==> src/cca_params.svh <==
// Register offsets, field positions and reset values for the counter array modules
`ifndef CCA_PARAMS_SVH
`define CCA_PARAMS_SVH
`define CCA_MODE0_ADDR     8'hDA
`define CCA_MODE1_ADDR     8'hDB
`define CCA_MODE2_ADDR     8'hDC
`define CCA_MODE3_ADDR     8'hDD
`define CCA_MODE4_ADDR     8'hDE
`define CCA_MODE5_ADDR     8'hDF
`define CCA_LOW0_ADDR      8'hFB
`define CCA_LOW1_ADDR      8'hE9
`define CCA_LOW2_ADDR      8'hEB
`define CCA_LOW3_ADDR      8'hED
`define CCA_LOW4_ADDR      8'hFD
`define CCA_LOW5_ADDR      8'hD2
`define CCA_HIGH0_ADDR     8'hFC
`define CCA_HIGH1_ADDR     8'hEA
`define CCA_HIGH2_ADDR     8'hEC
`define CCA_HIGH3_ADDR     8'hEE
`define CCA_HIGH4_ADDR     8'hFE
`define CCA_HIGH5_ADDR     8'hD3
`define CCA_MODE_RESET     8'h00
`define CCA_CCR_RESET      16'h0000
`define CCA_BIT_WIDE       7
`define CCA_BIT_COMP       6
`define CCA_BIT_RISE       5
`define CCA_BIT_FALL       4
`define CCA_BIT_MATCH      3
`define CCA_BIT_TOGGLE     2
`define CCA_BIT_PWM        1
`define CCA_BIT_MASK       0
`endif

==> src/cca_pkg.sv <==
// Types shared by the counter array capture/compare modules
package cca_pkg;
    // Mode control register, bit 7 first
    typedef struct packed {
        logic wide_pulse_select;
        logic comparator_enable;
        logic rising_capture_enable;
        logic falling_capture_enable;
        logic match_enable;
        logic toggle_enable;
        logic pulse_width_enable;
        logic module_flag_irq_mask;
    } cca_mode_s;

    // Byte write request toward one module's capture/compare register
    typedef struct packed {
        logic       wr_low;
        logic       wr_high;
        logic [7:0] data;
    } cca_ccr_wr_s;
endpackage : cca_pkg

==> src/cca_module.sv <==
// One capture/compare module: capture, match, toggle and pulse-width output
`timescale 1ns/1ps
`include "cca_params.svh"
module cca_module (
    input  wire logic                 ref_clk_in,    // System clock
    input  wire logic                 reset_n_in,    // Synchronous reset, active low
    input  wire logic [15:0]          counter_in,    // Shared counter value
    input  cca_pkg::cca_mode_s        mode_in,       // Mode control bits
    input  cca_pkg::cca_ccr_wr_s      wr_in,         // Software byte writes
    input  wire logic                 rise_in,       // Filtered rising edge of pin
    input  wire logic                 fall_in,       // Filtered falling edge of pin
    output logic [15:0]               ccr_out,       // Capture/compare register
    output logic                      pin_out,       // Module external pin level
    output logic                      event_out      // Flag set request, one cycle
);
    logic        capture;
    logic        match_now;
    logic        match_q;
    logic        match_evt;
    logic        toggle_q;
    logic        pwm_q;
    logic        next_pwm;

    // Capture on enabled edges of the module pin
    assign capture   = (mode_in.rising_capture_enable & rise_in)
                     | (mode_in.falling_capture_enable & fall_in);

    // Match counts once per arrival, so toggling does not chatter while equal
    assign match_now = mode_in.comparator_enable & (counter_in == ccr_out);
    assign match_evt = match_now & ~match_q;
    assign event_out = capture | (match_evt & mode_in.match_enable);

    // Capture/compare register; a capture beats a software write in the same cycle
    always_ff @(posedge ref_clk_in) begin
        if (!reset_n_in) begin
            ccr_out <= `CCA_CCR_RESET;
        end else if (capture) begin
            ccr_out <= counter_in;
        end else begin
            if (wr_in.wr_low) begin
                ccr_out[7:0] <= wr_in.data;
            end
            if (wr_in.wr_high) begin
                ccr_out[15:8] <= wr_in.data;
            end
        end
    end

    // Match history for edge detection
    always_ff @(posedge ref_clk_in) begin
        if (!reset_n_in) begin
            match_q <= 1'b0;
        end else begin
            match_q <= match_now;
        end
    end

    // Toggle output state
    always_ff @(posedge ref_clk_in) begin
        if (!reset_n_in) begin
            toggle_q <= 1'b0;
        end else if (match_evt & mode_in.toggle_enable) begin
            toggle_q <= ~toggle_q;
        end
    end

    // Pulse width: high once the counter reaches the compare value
    always_comb begin
        if (mode_in.wide_pulse_select) begin
            next_pwm = (counter_in >= ccr_out);
        end else begin
            next_pwm = (counter_in[7:0] >= ccr_out[7:0]);
        end
    end

    always_ff @(posedge ref_clk_in) begin
        if (!reset_n_in) begin
            pwm_q <= 1'b0;
        end else begin
            pwm_q <= next_pwm;
        end
    end

    // Width select only matters through the pulse-width path
    assign pin_out = mode_in.pulse_width_enable ? pwm_q : toggle_q;

    // Falling capture loads the counter on the next edge
    fall_capture_a: assert property (@(posedge ref_clk_in) disable iff (!reset_n_in)
        (fall_in && mode_in.falling_capture_enable) |=> (ccr_out == $past(counter_in)))
        else $error("falling edge capture missed");

    // No edge enable, no capture change unless software wrote
    no_capture_a: assert property (@(posedge ref_clk_in) disable iff (!reset_n_in)
        (!mode_in.rising_capture_enable && !mode_in.falling_capture_enable && !wr_in.wr_low && !wr_in.wr_high)
        |=> $stable(ccr_out))
        else $error("capture without enable");

    // Match with match enabled raises the event
    match_event_a: assert property (@(posedge ref_clk_in) disable iff (!reset_n_in)
        (mode_in.comparator_enable && counter_in == ccr_out && !match_q) |->
        (event_out == (mode_in.match_enable || capture)))
        else $error("match event wrong");

    // Eight-bit pulse output follows the low byte compare
    pwm_narrow_a: assert property (@(posedge ref_clk_in) disable iff (!reset_n_in)
        (mode_in.pulse_width_enable && !mode_in.wide_pulse_select) ##1
        ($stable(mode_in) && $stable(ccr_out))
        |-> pin_out == ($past(counter_in[7:0]) >= ccr_out[7:0]))
        else $error("8-bit pulse output wrong");

    // Sixteen-bit pulse output follows the full compare
    pwm_wide_a: assert property (@(posedge ref_clk_in) disable iff (!reset_n_in)
        (mode_in.pulse_width_enable && mode_in.wide_pulse_select) ##1
        ($stable(mode_in) && $stable(ccr_out))
        |-> pin_out == ($past(counter_in) >= ccr_out))
        else $error("16-bit pulse output wrong");

    // Pulse mode off: pin shows toggle state whatever the width select
    width_ignored_a: assert property (@(posedge ref_clk_in) disable iff (!reset_n_in)
        !mode_in.pulse_width_enable |-> pin_out == toggle_q)
        else $error("width select leaked");

    // Toggle flips the pin once per match arrival
    toggle_pin_a: assert property (@(posedge ref_clk_in) disable iff (!reset_n_in)
        (match_evt && mode_in.toggle_enable && !mode_in.pulse_width_enable ##1 !mode_in.pulse_width_enable)
        |-> pin_out != $past(pin_out))
        else $error("toggle missing");
endmodule : cca_module

==> src/cca_top.sv <==
// Six capture/compare modules of the counter array with their register access
// Notes on behaviour
// - Width select acts only while pulse-width output is enabled.
// - Width select 0 gives 8-bit pulse width; 1 gives 16-bit.
// - Falling capture enable loads shared counter on each falling pin edge.
// - Match enable, with comparator enable set, sets module flag when counter arrives at compare register.
// - High byte of compare value sits in its own register beside low byte.
`timescale 1ns/1ps
`include "cca_params.svh"
module cca_top #(
    parameter int NUM_MODULES = 6                        // Capture/compare modules
) (
    input  wire logic                   ref_clk_in,        // System clock, 100 MHz
    input  wire logic                   reset_n_in,        // Synchronous reset, active low
    input  wire logic [7:0]             sfr_addr_in,       // Register address
    input  wire logic                   sfr_wr_in,         // Register write strobe
    input  wire logic                   sfr_rd_in,         // Register read strobe
    input  wire logic [7:0]             sfr_wdata_in,      // Write data
    output logic [7:0]                  sfr_rdata_out,     // Read data, one cycle later
    input  wire logic [15:0]            counter_value_in,  // Shared counter
    input  wire logic [NUM_MODULES-1:0] pin_in,            // Module external pins, async
    output logic [NUM_MODULES-1:0]      pin_out,           // Module external pin drive
    input  wire logic [NUM_MODULES-1:0] flag_clear_in,     // Flag clear from core
    output logic [NUM_MODULES-1:0]      event_flag_out,    // Sticky module event flags
    output logic                        irq_out            // Masked flag request
);
    localparam logic [7:0] MODE_ADDR [6] = '{`CCA_MODE0_ADDR, `CCA_MODE1_ADDR, `CCA_MODE2_ADDR,
                                             `CCA_MODE3_ADDR, `CCA_MODE4_ADDR, `CCA_MODE5_ADDR};
    localparam logic [7:0] LOW_ADDR [6]  = '{`CCA_LOW0_ADDR, `CCA_LOW1_ADDR, `CCA_LOW2_ADDR,
                                             `CCA_LOW3_ADDR, `CCA_LOW4_ADDR, `CCA_LOW5_ADDR};
    localparam logic [7:0] HIGH_ADDR [6] = '{`CCA_HIGH0_ADDR, `CCA_HIGH1_ADDR, `CCA_HIGH2_ADDR,
                                             `CCA_HIGH3_ADDR, `CCA_HIGH4_ADDR, `CCA_HIGH5_ADDR};

    cca_pkg::cca_mode_s          mode [NUM_MODULES];
    logic [15:0]                 ccr [NUM_MODULES];
    logic [NUM_MODULES-1:0]      sync1;
    logic [NUM_MODULES-1:0]      sync2;
    logic [NUM_MODULES-1:0]      sync3;
    logic [NUM_MODULES-1:0]      pin_level;
    logic [NUM_MODULES-1:0]      rise;
    logic [NUM_MODULES-1:0]      fall;
    logic [NUM_MODULES-1:0]      evt;
    logic [NUM_MODULES-1:0]      mask_vec;
    logic [7:0]                  next_rdata;

    // Three-stage pin synchroniser; a level counts once stages two and three agree
    always_ff @(posedge ref_clk_in) begin
        if (!reset_n_in) begin
            sync1     <= '0;
            sync2     <= '0;
            sync3     <= '0;
            pin_level <= '0;
        end else begin
            sync1 <= pin_in;
            sync2 <= sync1;
            sync3 <= sync2;
            for (int i = 0; i < NUM_MODULES; i++) begin
                if (sync2[i] == sync3[i]) begin
                    pin_level[i] <= sync3[i];
                end
            end
        end
    end

    // Edges taken from the filtered level, not the raw stages
    always_comb begin
        for (int i = 0; i < NUM_MODULES; i++) begin
            rise[i] = (sync2[i] == sync3[i]) & sync3[i] & ~pin_level[i];
            fall[i] = (sync2[i] == sync3[i]) & ~sync3[i] & pin_level[i];
        end
    end

    // Mode registers written by software
    always_ff @(posedge ref_clk_in) begin
        if (!reset_n_in) begin
            for (int i = 0; i < NUM_MODULES; i++) begin
                mode[i] <= `CCA_MODE_RESET;
            end
        end else if (sfr_wr_in) begin
            for (int i = 0; i < NUM_MODULES; i++) begin
                if (sfr_addr_in == MODE_ADDR[i]) begin
                    mode[i] <= sfr_wdata_in;
                end
            end
        end
    end

    // Per-module logic
    for (genvar g = 0; g < NUM_MODULES; g++) begin : g_mod
        cca_pkg::cca_ccr_wr_s wr;
        assign wr.wr_low  = sfr_wr_in & (sfr_addr_in == LOW_ADDR[g]);
        assign wr.wr_high = sfr_wr_in & (sfr_addr_in == HIGH_ADDR[g]);
        assign wr.data    = sfr_wdata_in;
        assign mask_vec[g] = mode[g].module_flag_irq_mask;

        cca_module u_mod (
            .ref_clk_in (ref_clk_in),
            .reset_n_in (reset_n_in),
            .counter_in (counter_value_in),
            .mode_in    (mode[g]),
            .wr_in      (wr),
            .rise_in    (rise[g]),
            .fall_in    (fall[g]),
            .ccr_out    (ccr[g]),
            .pin_out    (pin_out[g]),
            .event_out  (evt[g])
        );
    end

    // Sticky flags; an event in the clearing cycle wins
    always_ff @(posedge ref_clk_in) begin
        if (!reset_n_in) begin
            event_flag_out <= '0;
        end else begin
            event_flag_out <= (event_flag_out & ~flag_clear_in) | evt;
        end
    end

    // Mask gates each flag onto the request line
    assign irq_out = |(event_flag_out & mask_vec);

    // Read decode; unmapped addresses return zero
    always_comb begin
        next_rdata = 8'h00;
        for (int i = 0; i < NUM_MODULES; i++) begin
            if (sfr_addr_in == MODE_ADDR[i]) begin
                next_rdata = mode[i];
            end
            if (sfr_addr_in == LOW_ADDR[i]) begin
                next_rdata = ccr[i][7:0];
            end
            if (sfr_addr_in == HIGH_ADDR[i]) begin
                next_rdata = ccr[i][15:8];
            end
        end
    end

    always_ff @(posedge ref_clk_in) begin
        if (!reset_n_in) begin
            sfr_rdata_out <= 8'h00;
        end else if (sfr_rd_in) begin
            sfr_rdata_out <= next_rdata;
        end
    end

    // Event with clear in the same cycle still leaves the flag set
    flag_set_a: assert property (@(posedge ref_clk_in) disable iff (!reset_n_in)
        evt[0] |=> event_flag_out[0])
        else $error("event flag not set");

    // A clear drops every flag whose clear bit is set and whose module had no event that cycle
    flag_clear_a: assert property (@(posedge ref_clk_in) disable iff (!reset_n_in)
        (flag_clear_in != '0) |=> (event_flag_out & $past(flag_clear_in) & ~$past(evt)) == '0)
        else $error("flag clear ignored");

    // Without a clear a raised flag stays raised, so software never misses it
    flag_sticky_a: assert property (@(posedge ref_clk_in) disable iff (!reset_n_in)
        (event_flag_out != '0) |=> ($past(event_flag_out) & ~$past(flag_clear_in) & ~event_flag_out) == '0)
        else $error("flag dropped without clear");

    // Request follows masked flags
    irq_mask_a: assert property (@(posedge ref_clk_in) disable iff (!reset_n_in)
        (event_flag_out[0] && !mode[0].module_flag_irq_mask && event_flag_out[NUM_MODULES-1:1] == '0)
        |-> !irq_out)
        else $error("masked flag raised request");

    // An unmasked flag always reaches the request line
    irq_raise_a: assert property (@(posedge ref_clk_in) disable iff (!reset_n_in)
        (event_flag_out[0] && mode[0].module_flag_irq_mask) |-> irq_out)
        else $error("unmasked flag gave no request");

    // No flag, no request, whatever the masks say
    irq_idle_a: assert property (@(posedge ref_clk_in) disable iff (!reset_n_in)
        (event_flag_out == '0) |-> !irq_out)
        else $error("request without flag");

    // Mode write lands at the taking edge
    mode_write_a: assert property (@(posedge ref_clk_in) disable iff (!reset_n_in)
        (sfr_wr_in && sfr_addr_in == MODE_ADDR[0]) |=> mode[0] == $past(sfr_wdata_in))
        else $error("mode write lost");

    // Mode read returns the stored enables
    mode_read_a: assert property (@(posedge ref_clk_in) disable iff (!reset_n_in)
        (sfr_rd_in && sfr_addr_in == MODE_ADDR[0]) |=> sfr_rdata_out == $past(mode[0]))
        else $error("mode read wrong");

    // Low byte read returns the lower compare byte
    low_read_a: assert property (@(posedge ref_clk_in) disable iff (!reset_n_in)
        (sfr_rd_in && sfr_addr_in == LOW_ADDR[0]) |=> sfr_rdata_out == $past(ccr[0][7:0]))
        else $error("low byte read wrong");

    // High byte read returns the upper compare byte
    high_read_a: assert property (@(posedge ref_clk_in) disable iff (!reset_n_in)
        (sfr_rd_in && sfr_addr_in == HIGH_ADDR[0]) |=> sfr_rdata_out == $past(ccr[0][15:8]))
        else $error("high byte read wrong");

    // Read data holds between strobes, so a slow core may fetch it late
    read_hold_a: assert property (@(posedge ref_clk_in) disable iff (!reset_n_in)
        !sfr_rd_in |=> $stable(sfr_rdata_out))
        else $error("read data moved without strobe");

    // Low byte write lands when no capture competes
    low_write_a: assert property (@(posedge ref_clk_in) disable iff (!reset_n_in)
        (sfr_wr_in && sfr_addr_in == LOW_ADDR[0] && !rise[0] && !fall[0]) |=> ccr[0][7:0] == $past(sfr_wdata_in))
        else $error("low byte write lost");

    // High byte write lands in its own register
    high_write_a: assert property (@(posedge ref_clk_in) disable iff (!reset_n_in)
        (sfr_wr_in && sfr_addr_in == HIGH_ADDR[0] && !rise[0] && !fall[0]) |=> ccr[0][15:8] == $past(sfr_wdata_in))
        else $error("high byte write lost");

    // Filtered level follows once stages two and three agree
    level_follow_a: assert property (@(posedge ref_clk_in) disable iff (!reset_n_in)
        (sync2[0] == sync3[0]) |=> pin_level[0] == $past(sync3[0]))
        else $error("pin level did not follow");

    // A falling edge pulse lasts one cycle, so one edge captures once
    fall_single_a: assert property (@(posedge ref_clk_in) disable iff (!reset_n_in)
        fall[0] |=> !fall[0])
        else $error("falling edge pulse repeated");
endmodule : cca_top

==> config.mk <==
export PLATFORM = sky130hd
export DESIGN_NAME = cca_top
export DESIGN_NICKNAME = d
export VERILOG_FILES = /design/src/cca_pkg.sv /design/src/cca_module.sv /design/src/cca_top.sv
export VERILOG_INCLUDE_DIRS = /design/src
export SDC_FILE = /design/constraint.sdc
export NUM_CORES = 1
export LEC_CHECK = 0
export BUFFER_PORTS_ARGS = -buffer_cell sky130_fd_sc_hd__clkbuf_2
export CAP_MARGIN = 15
export CORE_MARGIN = 3
export CORE_UTILIZATION = 55
export CTS_BUF_LIST = sky130_fd_sc_hd__clkbuf_4
export DETAILED_ROUTE_END_ITERATION = 6
export GPL_ROUTABILITY_DRIVEN = 0
export PLACE_DENSITY_LB_ADDON = 0.3
export SETUP_SLACK_MARGIN = 0.1
export SLEW_MARGIN = 20
export SYNTH_ARGS = -nofsm -noshare
export SYNTH_HDL_FRONTEND = slang
export SYNTH_HIERARCHICAL = 1
export SYNTH_SLANG_ARGS = --single-unit
==> constraint.sdc <==
create_clock -name ref_clk_in -period 2.7 [get_ports ref_clk_in]
set_clock_uncertainty 0.05 [all_clocks]
set_input_delay 0.135 -clock ref_clk_in [delete_from_list [all_inputs] [get_ports ref_clk_in]]
set_output_delay 0.135 -clock ref_clk_in [all_outputs]
set_load 0.1 [all_outputs]
==> results <==
- The run finished, with violations left.
- The final reports fail on design-rule violations.
- In this run the tightest slew margin relative to its limit is 0.463.
- In the global route stage, overall resource usage came out at 0.323.
- The worst IR drop on VDD is around 0.00032 V.
- Among all stages on the critical path, the largest delay is contributed by sky130_fd_sc_hd__a22oi_1.
- The flip-flop and latch count after synthesis is 200.
- By count the netlist is led by sky130_fd_sc_hd__dfxtp_1 (152), sky130_fd_sc_hd__nor2_1 (139), sky130_fd_sc_hd__inv_1 (136).
- From synthesis to final layout, the design area changed by 7.84%.
- Row generation in the floorplan step produced between 50 and 60 rows.
- The total routed wirelength is ~42 mm.
- TritonCTS created 17 clock buffers.
- The clock drives 200 sinks.
- Once routing completed, OpenROAD measured the worst setup slack at 0.394 ns.
- Sorting the synthesized cells by area gives the leading types as sky130_fd_sc_hd__dfxtp_1 (23%), sky130_fd_sc_hd__edfxtp_1 (11%), sky130_fd_sc_hd__ha_1 (10%).
- The worst setup path is of the reg -> out kind.
- The transition time at the pin with the least slew margin is 0.805 ns.
- The number of nets in the synthesized netlist is 1607.
- In the final design database the tool counted 1678 nets.
- In this run the count of I/O pins placed on the die edge is around 70.
- The via count of the first global-routing pass came to between 10000 and 15000.
- The number of buffer and inverter instances along the worst setup path is 1.
- The root buffer cell chosen for the clock tree is sky130_fd_sc_hd__clkbuf_4.
- The detailed router put a total of about 17 mm of wire on met1.
- Global routing finished with a remaining overflow of 0.
- The power density normalized to cell area is 415 nW/um^2.
- The share of synthesized registers carrying an async set or reset is 0.
- The final hold violation count was 0.
- The static leakage is 5.18 nW.
- The kind of path behind the tightest hold check is in -> reg.
- The initial detailed-routing violation count is 1348.
- Setup violations remaining at the end of the flow were counted as 0.
- The synthesis warning total is 6.
- The starting density of the core is 0.569.
- In the final layout, the registers with the most flip-flops are g_mod.u_mod/ccr_out (96), mode (48), sfr_rdata_out (8).
- The count of TritonRoute iterations in the first routing pass is 7.
- Of the synthesized area, sequential elements account for 0.342.
- Power comes to 5.87 mW.
- The number of I/O port buffers is 68.
- The kind of capture point of the worst setup path is a primary output.
- The final number of max-transition violations came to 0.
- STA puts the critical path data required time at ~2.5 ns.
- In this design, the stage delay of the slowest critical-path cell is about 0.51 ns.
- The register with the most flip-flops in the layout has 96 of them.
- For the worst setup path, the data arrival time is 2.12 ns.
- The share of Yosys cell area claimed by the top area cell type is 0.232.
- sky130_fd_sc_hd__dfxtp_1 is the most common cell in the netlist.
- The die width is approximately 160 microns.
- The floorplan step set the die height to about 160 microns.
- The largest total area in the synthesized netlist belongs to sky130_fd_sc_hd__dfxtp_1.
- The clock-pin slew on the worst setup and hold paths is about 0.19 ns.
- The met3 routed wirelength is around 4.6 mm.
- The largest fanout on the critical path is 2.
- Setup repair after global routing left no endpoint under its margin.
- The area enclosed by the die boundary is around 26000 sq um.
- The register with the most flip-flops is g_mod.u_mod/ccr_out.
- In this run the cell area of the synthesized design comes to around 13000 sq um.
- The setup slack after placement is roughly 0.51 ns.
- Summed over all failing endpoints, the final setup total negative slack is 0 ns.
- The number of instances in the synthesized netlist is approximately 1500.
- The initial antenna violation count is 1.
- The worst setup path is launched from a register.
- The number of max-cap violations is 0.
- The first global-routing pass estimated 64.6 mm of wire.
- The cell family with the largest share of critical-path delay is compound AO/OA/AOI/OAI gates.
- The deepest level of the CTS H-tree is 4.
- The detailed router placed approximately 12000 vias in this run.
- The commonest register cell after synthesis is sky130_fd_sc_hd__dfxtp_1.
- After synthesis, the mean cell area works out to 9.04 sq um.
- The HPWL after detailed placement is approximately 30 mm.
- The per-cell routed wire length is 22.9 microns.
- Counting flops with a built-in enable in the synthesized netlist gives 48.
- The clock tree from TritonCTS is built.
- The signal on the critical path passes through a22oi_1 > nand3_1 > clkbuf_2.
- Hold timing on the final database bottoms out at a slack of ~0.046 ns.
- Using the TritonRoute via totals, the vias-per-cell ratio works out to approximately 6.4.
- The number of DRC violations after detailed routing is 7.
- In the final layout, the share of cells above drive strength 1 is 0.142.
- The routed design could run at a clock period as short as ~2.3 ns.
- Wire segments on met2 add up to 18.6 mm in the final route.
- The clock network latency to the later pin of the worst-skew pair is roughly 0.6 ns.
- The filler cells instantiated in the layout total a little over 2000.
- The final critical-path share of the clock period is 0.854.
- The deepest clock path buffer count is 2.
- The number of distinct library cell variants in the gate-level netlist after synthesis is 76.
- The post-CTS resize count is 0.
- The post-route antenna net violation count is 0.
- Entering global routing, the biggest net connects 34 pins.
- After floorplanning, the core was sized to cover approximately 23000 sq um.
- The highest routed metal layer is met4.
- The upper clock frequency limit is around 430 MHz.
==> worst reg2reg max path: stages (launching register included) <==
cell and delay [ns]:
sky130_fd_sc_hd__dfxtp_1 0.39, sky130_fd_sc_hd__inv_1 0.05, sky130_fd_sc_hd__ha_1 0.18, sky130_fd_sc_hd__and2_1 0.24
sky130_fd_sc_hd__a22oi_4 0.35, sky130_fd_sc_hd__buf_4 0.33, sky130_fd_sc_hd__nor2_1 0.07, sky130_fd_sc_hd__a211oi_1 0.24
==> cell type report <==
class,instances,area [sq um],share of cell area
antenna,1,2.50,0.000177
clock inverter,15,164,0.0116
tap,313,392,0.0277
multi-input combinational,1037,7630,0.540
sequential,200,4480,0.317
clock buffer,17,128,0.00902
timing repair buffer,124,806,0.0570
inverter,142,533,0.0377
==> repair_timing <==
item / 4_1_cts / 5_1_grt
setup buffers: 0 / 0
endpoints found under the setup margin: 0 / 0
hold buffers: 13 / 0
endpoints found under the hold margin: 15 / 0
==> metal layers <==
| layer | vias up | global-route usage |
|---|---|---|
| met5 | - | 0 |
| met4 | 0 | 0.153 |
| met3 | 136 | 0.0676 |
| met2 | 706 | 0.501 |
| met1 | 5546 | 0.430 |
| li1 | 5398 | - |
==> final timing paths <==
check / from / to / slack, ns / cells past startpoint
min: reset_n_in / g_mod[2].u_mod/toggle_q / 0.05 / 3
min reg2reg: sync1[5] / sync2[5] / 0.40 / 1
max reg2reg: sync2[2] / g_mod[2].u_mod/ccr_out[7] / 0.71 / 7
max: mode[0][32] / irq_out / 0.39 / 3
==> logic make-up after synthesis <==
group	after synthesis	synth area share
simple gates	467	0.197
buf+inv	214	0.0760
flops	200	0.342
mux	112	0.0859
compound gates	350	0.197
fa+ha+maj	108	0.103
==> layout by cell type (no fill, tap or decap), types with 10 or more instances in the layout <==
cell type and count:
sky130_fd_sc_hd__dlygate4sd3_1 13, sky130_fd_sc_hd__mux2i_1 108, sky130_fd_sc_hd__nand4_1 15, sky130_fd_sc_hd__and2_1 74, sky130_fd_sc_hd__nand2_1 86, sky130_fd_sc_hd__nor2_1 139
sky130_fd_sc_hd__o22ai_1 17, sky130_fd_sc_hd__nor2b_1 35, sky130_fd_sc_hd__clkbuf_4 17, sky130_fd_sc_hd__clkbuf_2 68, sky130_fd_sc_hd__buf_4 42, sky130_fd_sc_hd__ha_1 108
sky130_fd_sc_hd__edfxtp_1 48, sky130_fd_sc_hd__inv_1 136, sky130_fd_sc_hd__a211oi_2 12, sky130_fd_sc_hd__o21ai_0 35, sky130_fd_sc_hd__a31o_2 10, sky130_fd_sc_hd__a221oi_1 16
sky130_fd_sc_hd__a211oi_1 84, sky130_fd_sc_hd__nor3_1 14, sky130_fd_sc_hd__dfxtp_1 152, sky130_fd_sc_hd__nand3_1 36, sky130_fd_sc_hd__a22oi_1 14, sky130_fd_sc_hd__a21oi_1 73
==> through the flow <==
| step | cell area [sq um] | instances | util |
|---|---|---|---|
| 6_report | 14100 | 1849 | 0.613 |
| 4_1_cts | 14100 | 1848 | 0.613 |
| 3_5_place_dp | 13700 | 1803 | 0.595 |
| 5_1_grt | 14100 | 1849 | 0.613 |
| 2_1_floorplan | 13100 | 1451 | - |
| 3_3_place_gp | 13700 | 1803 | 0.595 |
==> report_power, final <==
| group | total [mW] | switching, mW | internal (mW) |
|---|---|---|---|
| Combinational | 0.936 | 0.645 | 0.291 |
| Sequential | 3.24 | 0.0864 | 3.15 |
| Clock | 1.70 | 1.13 | 0.568 |
(Power assumes the default switching activity.)
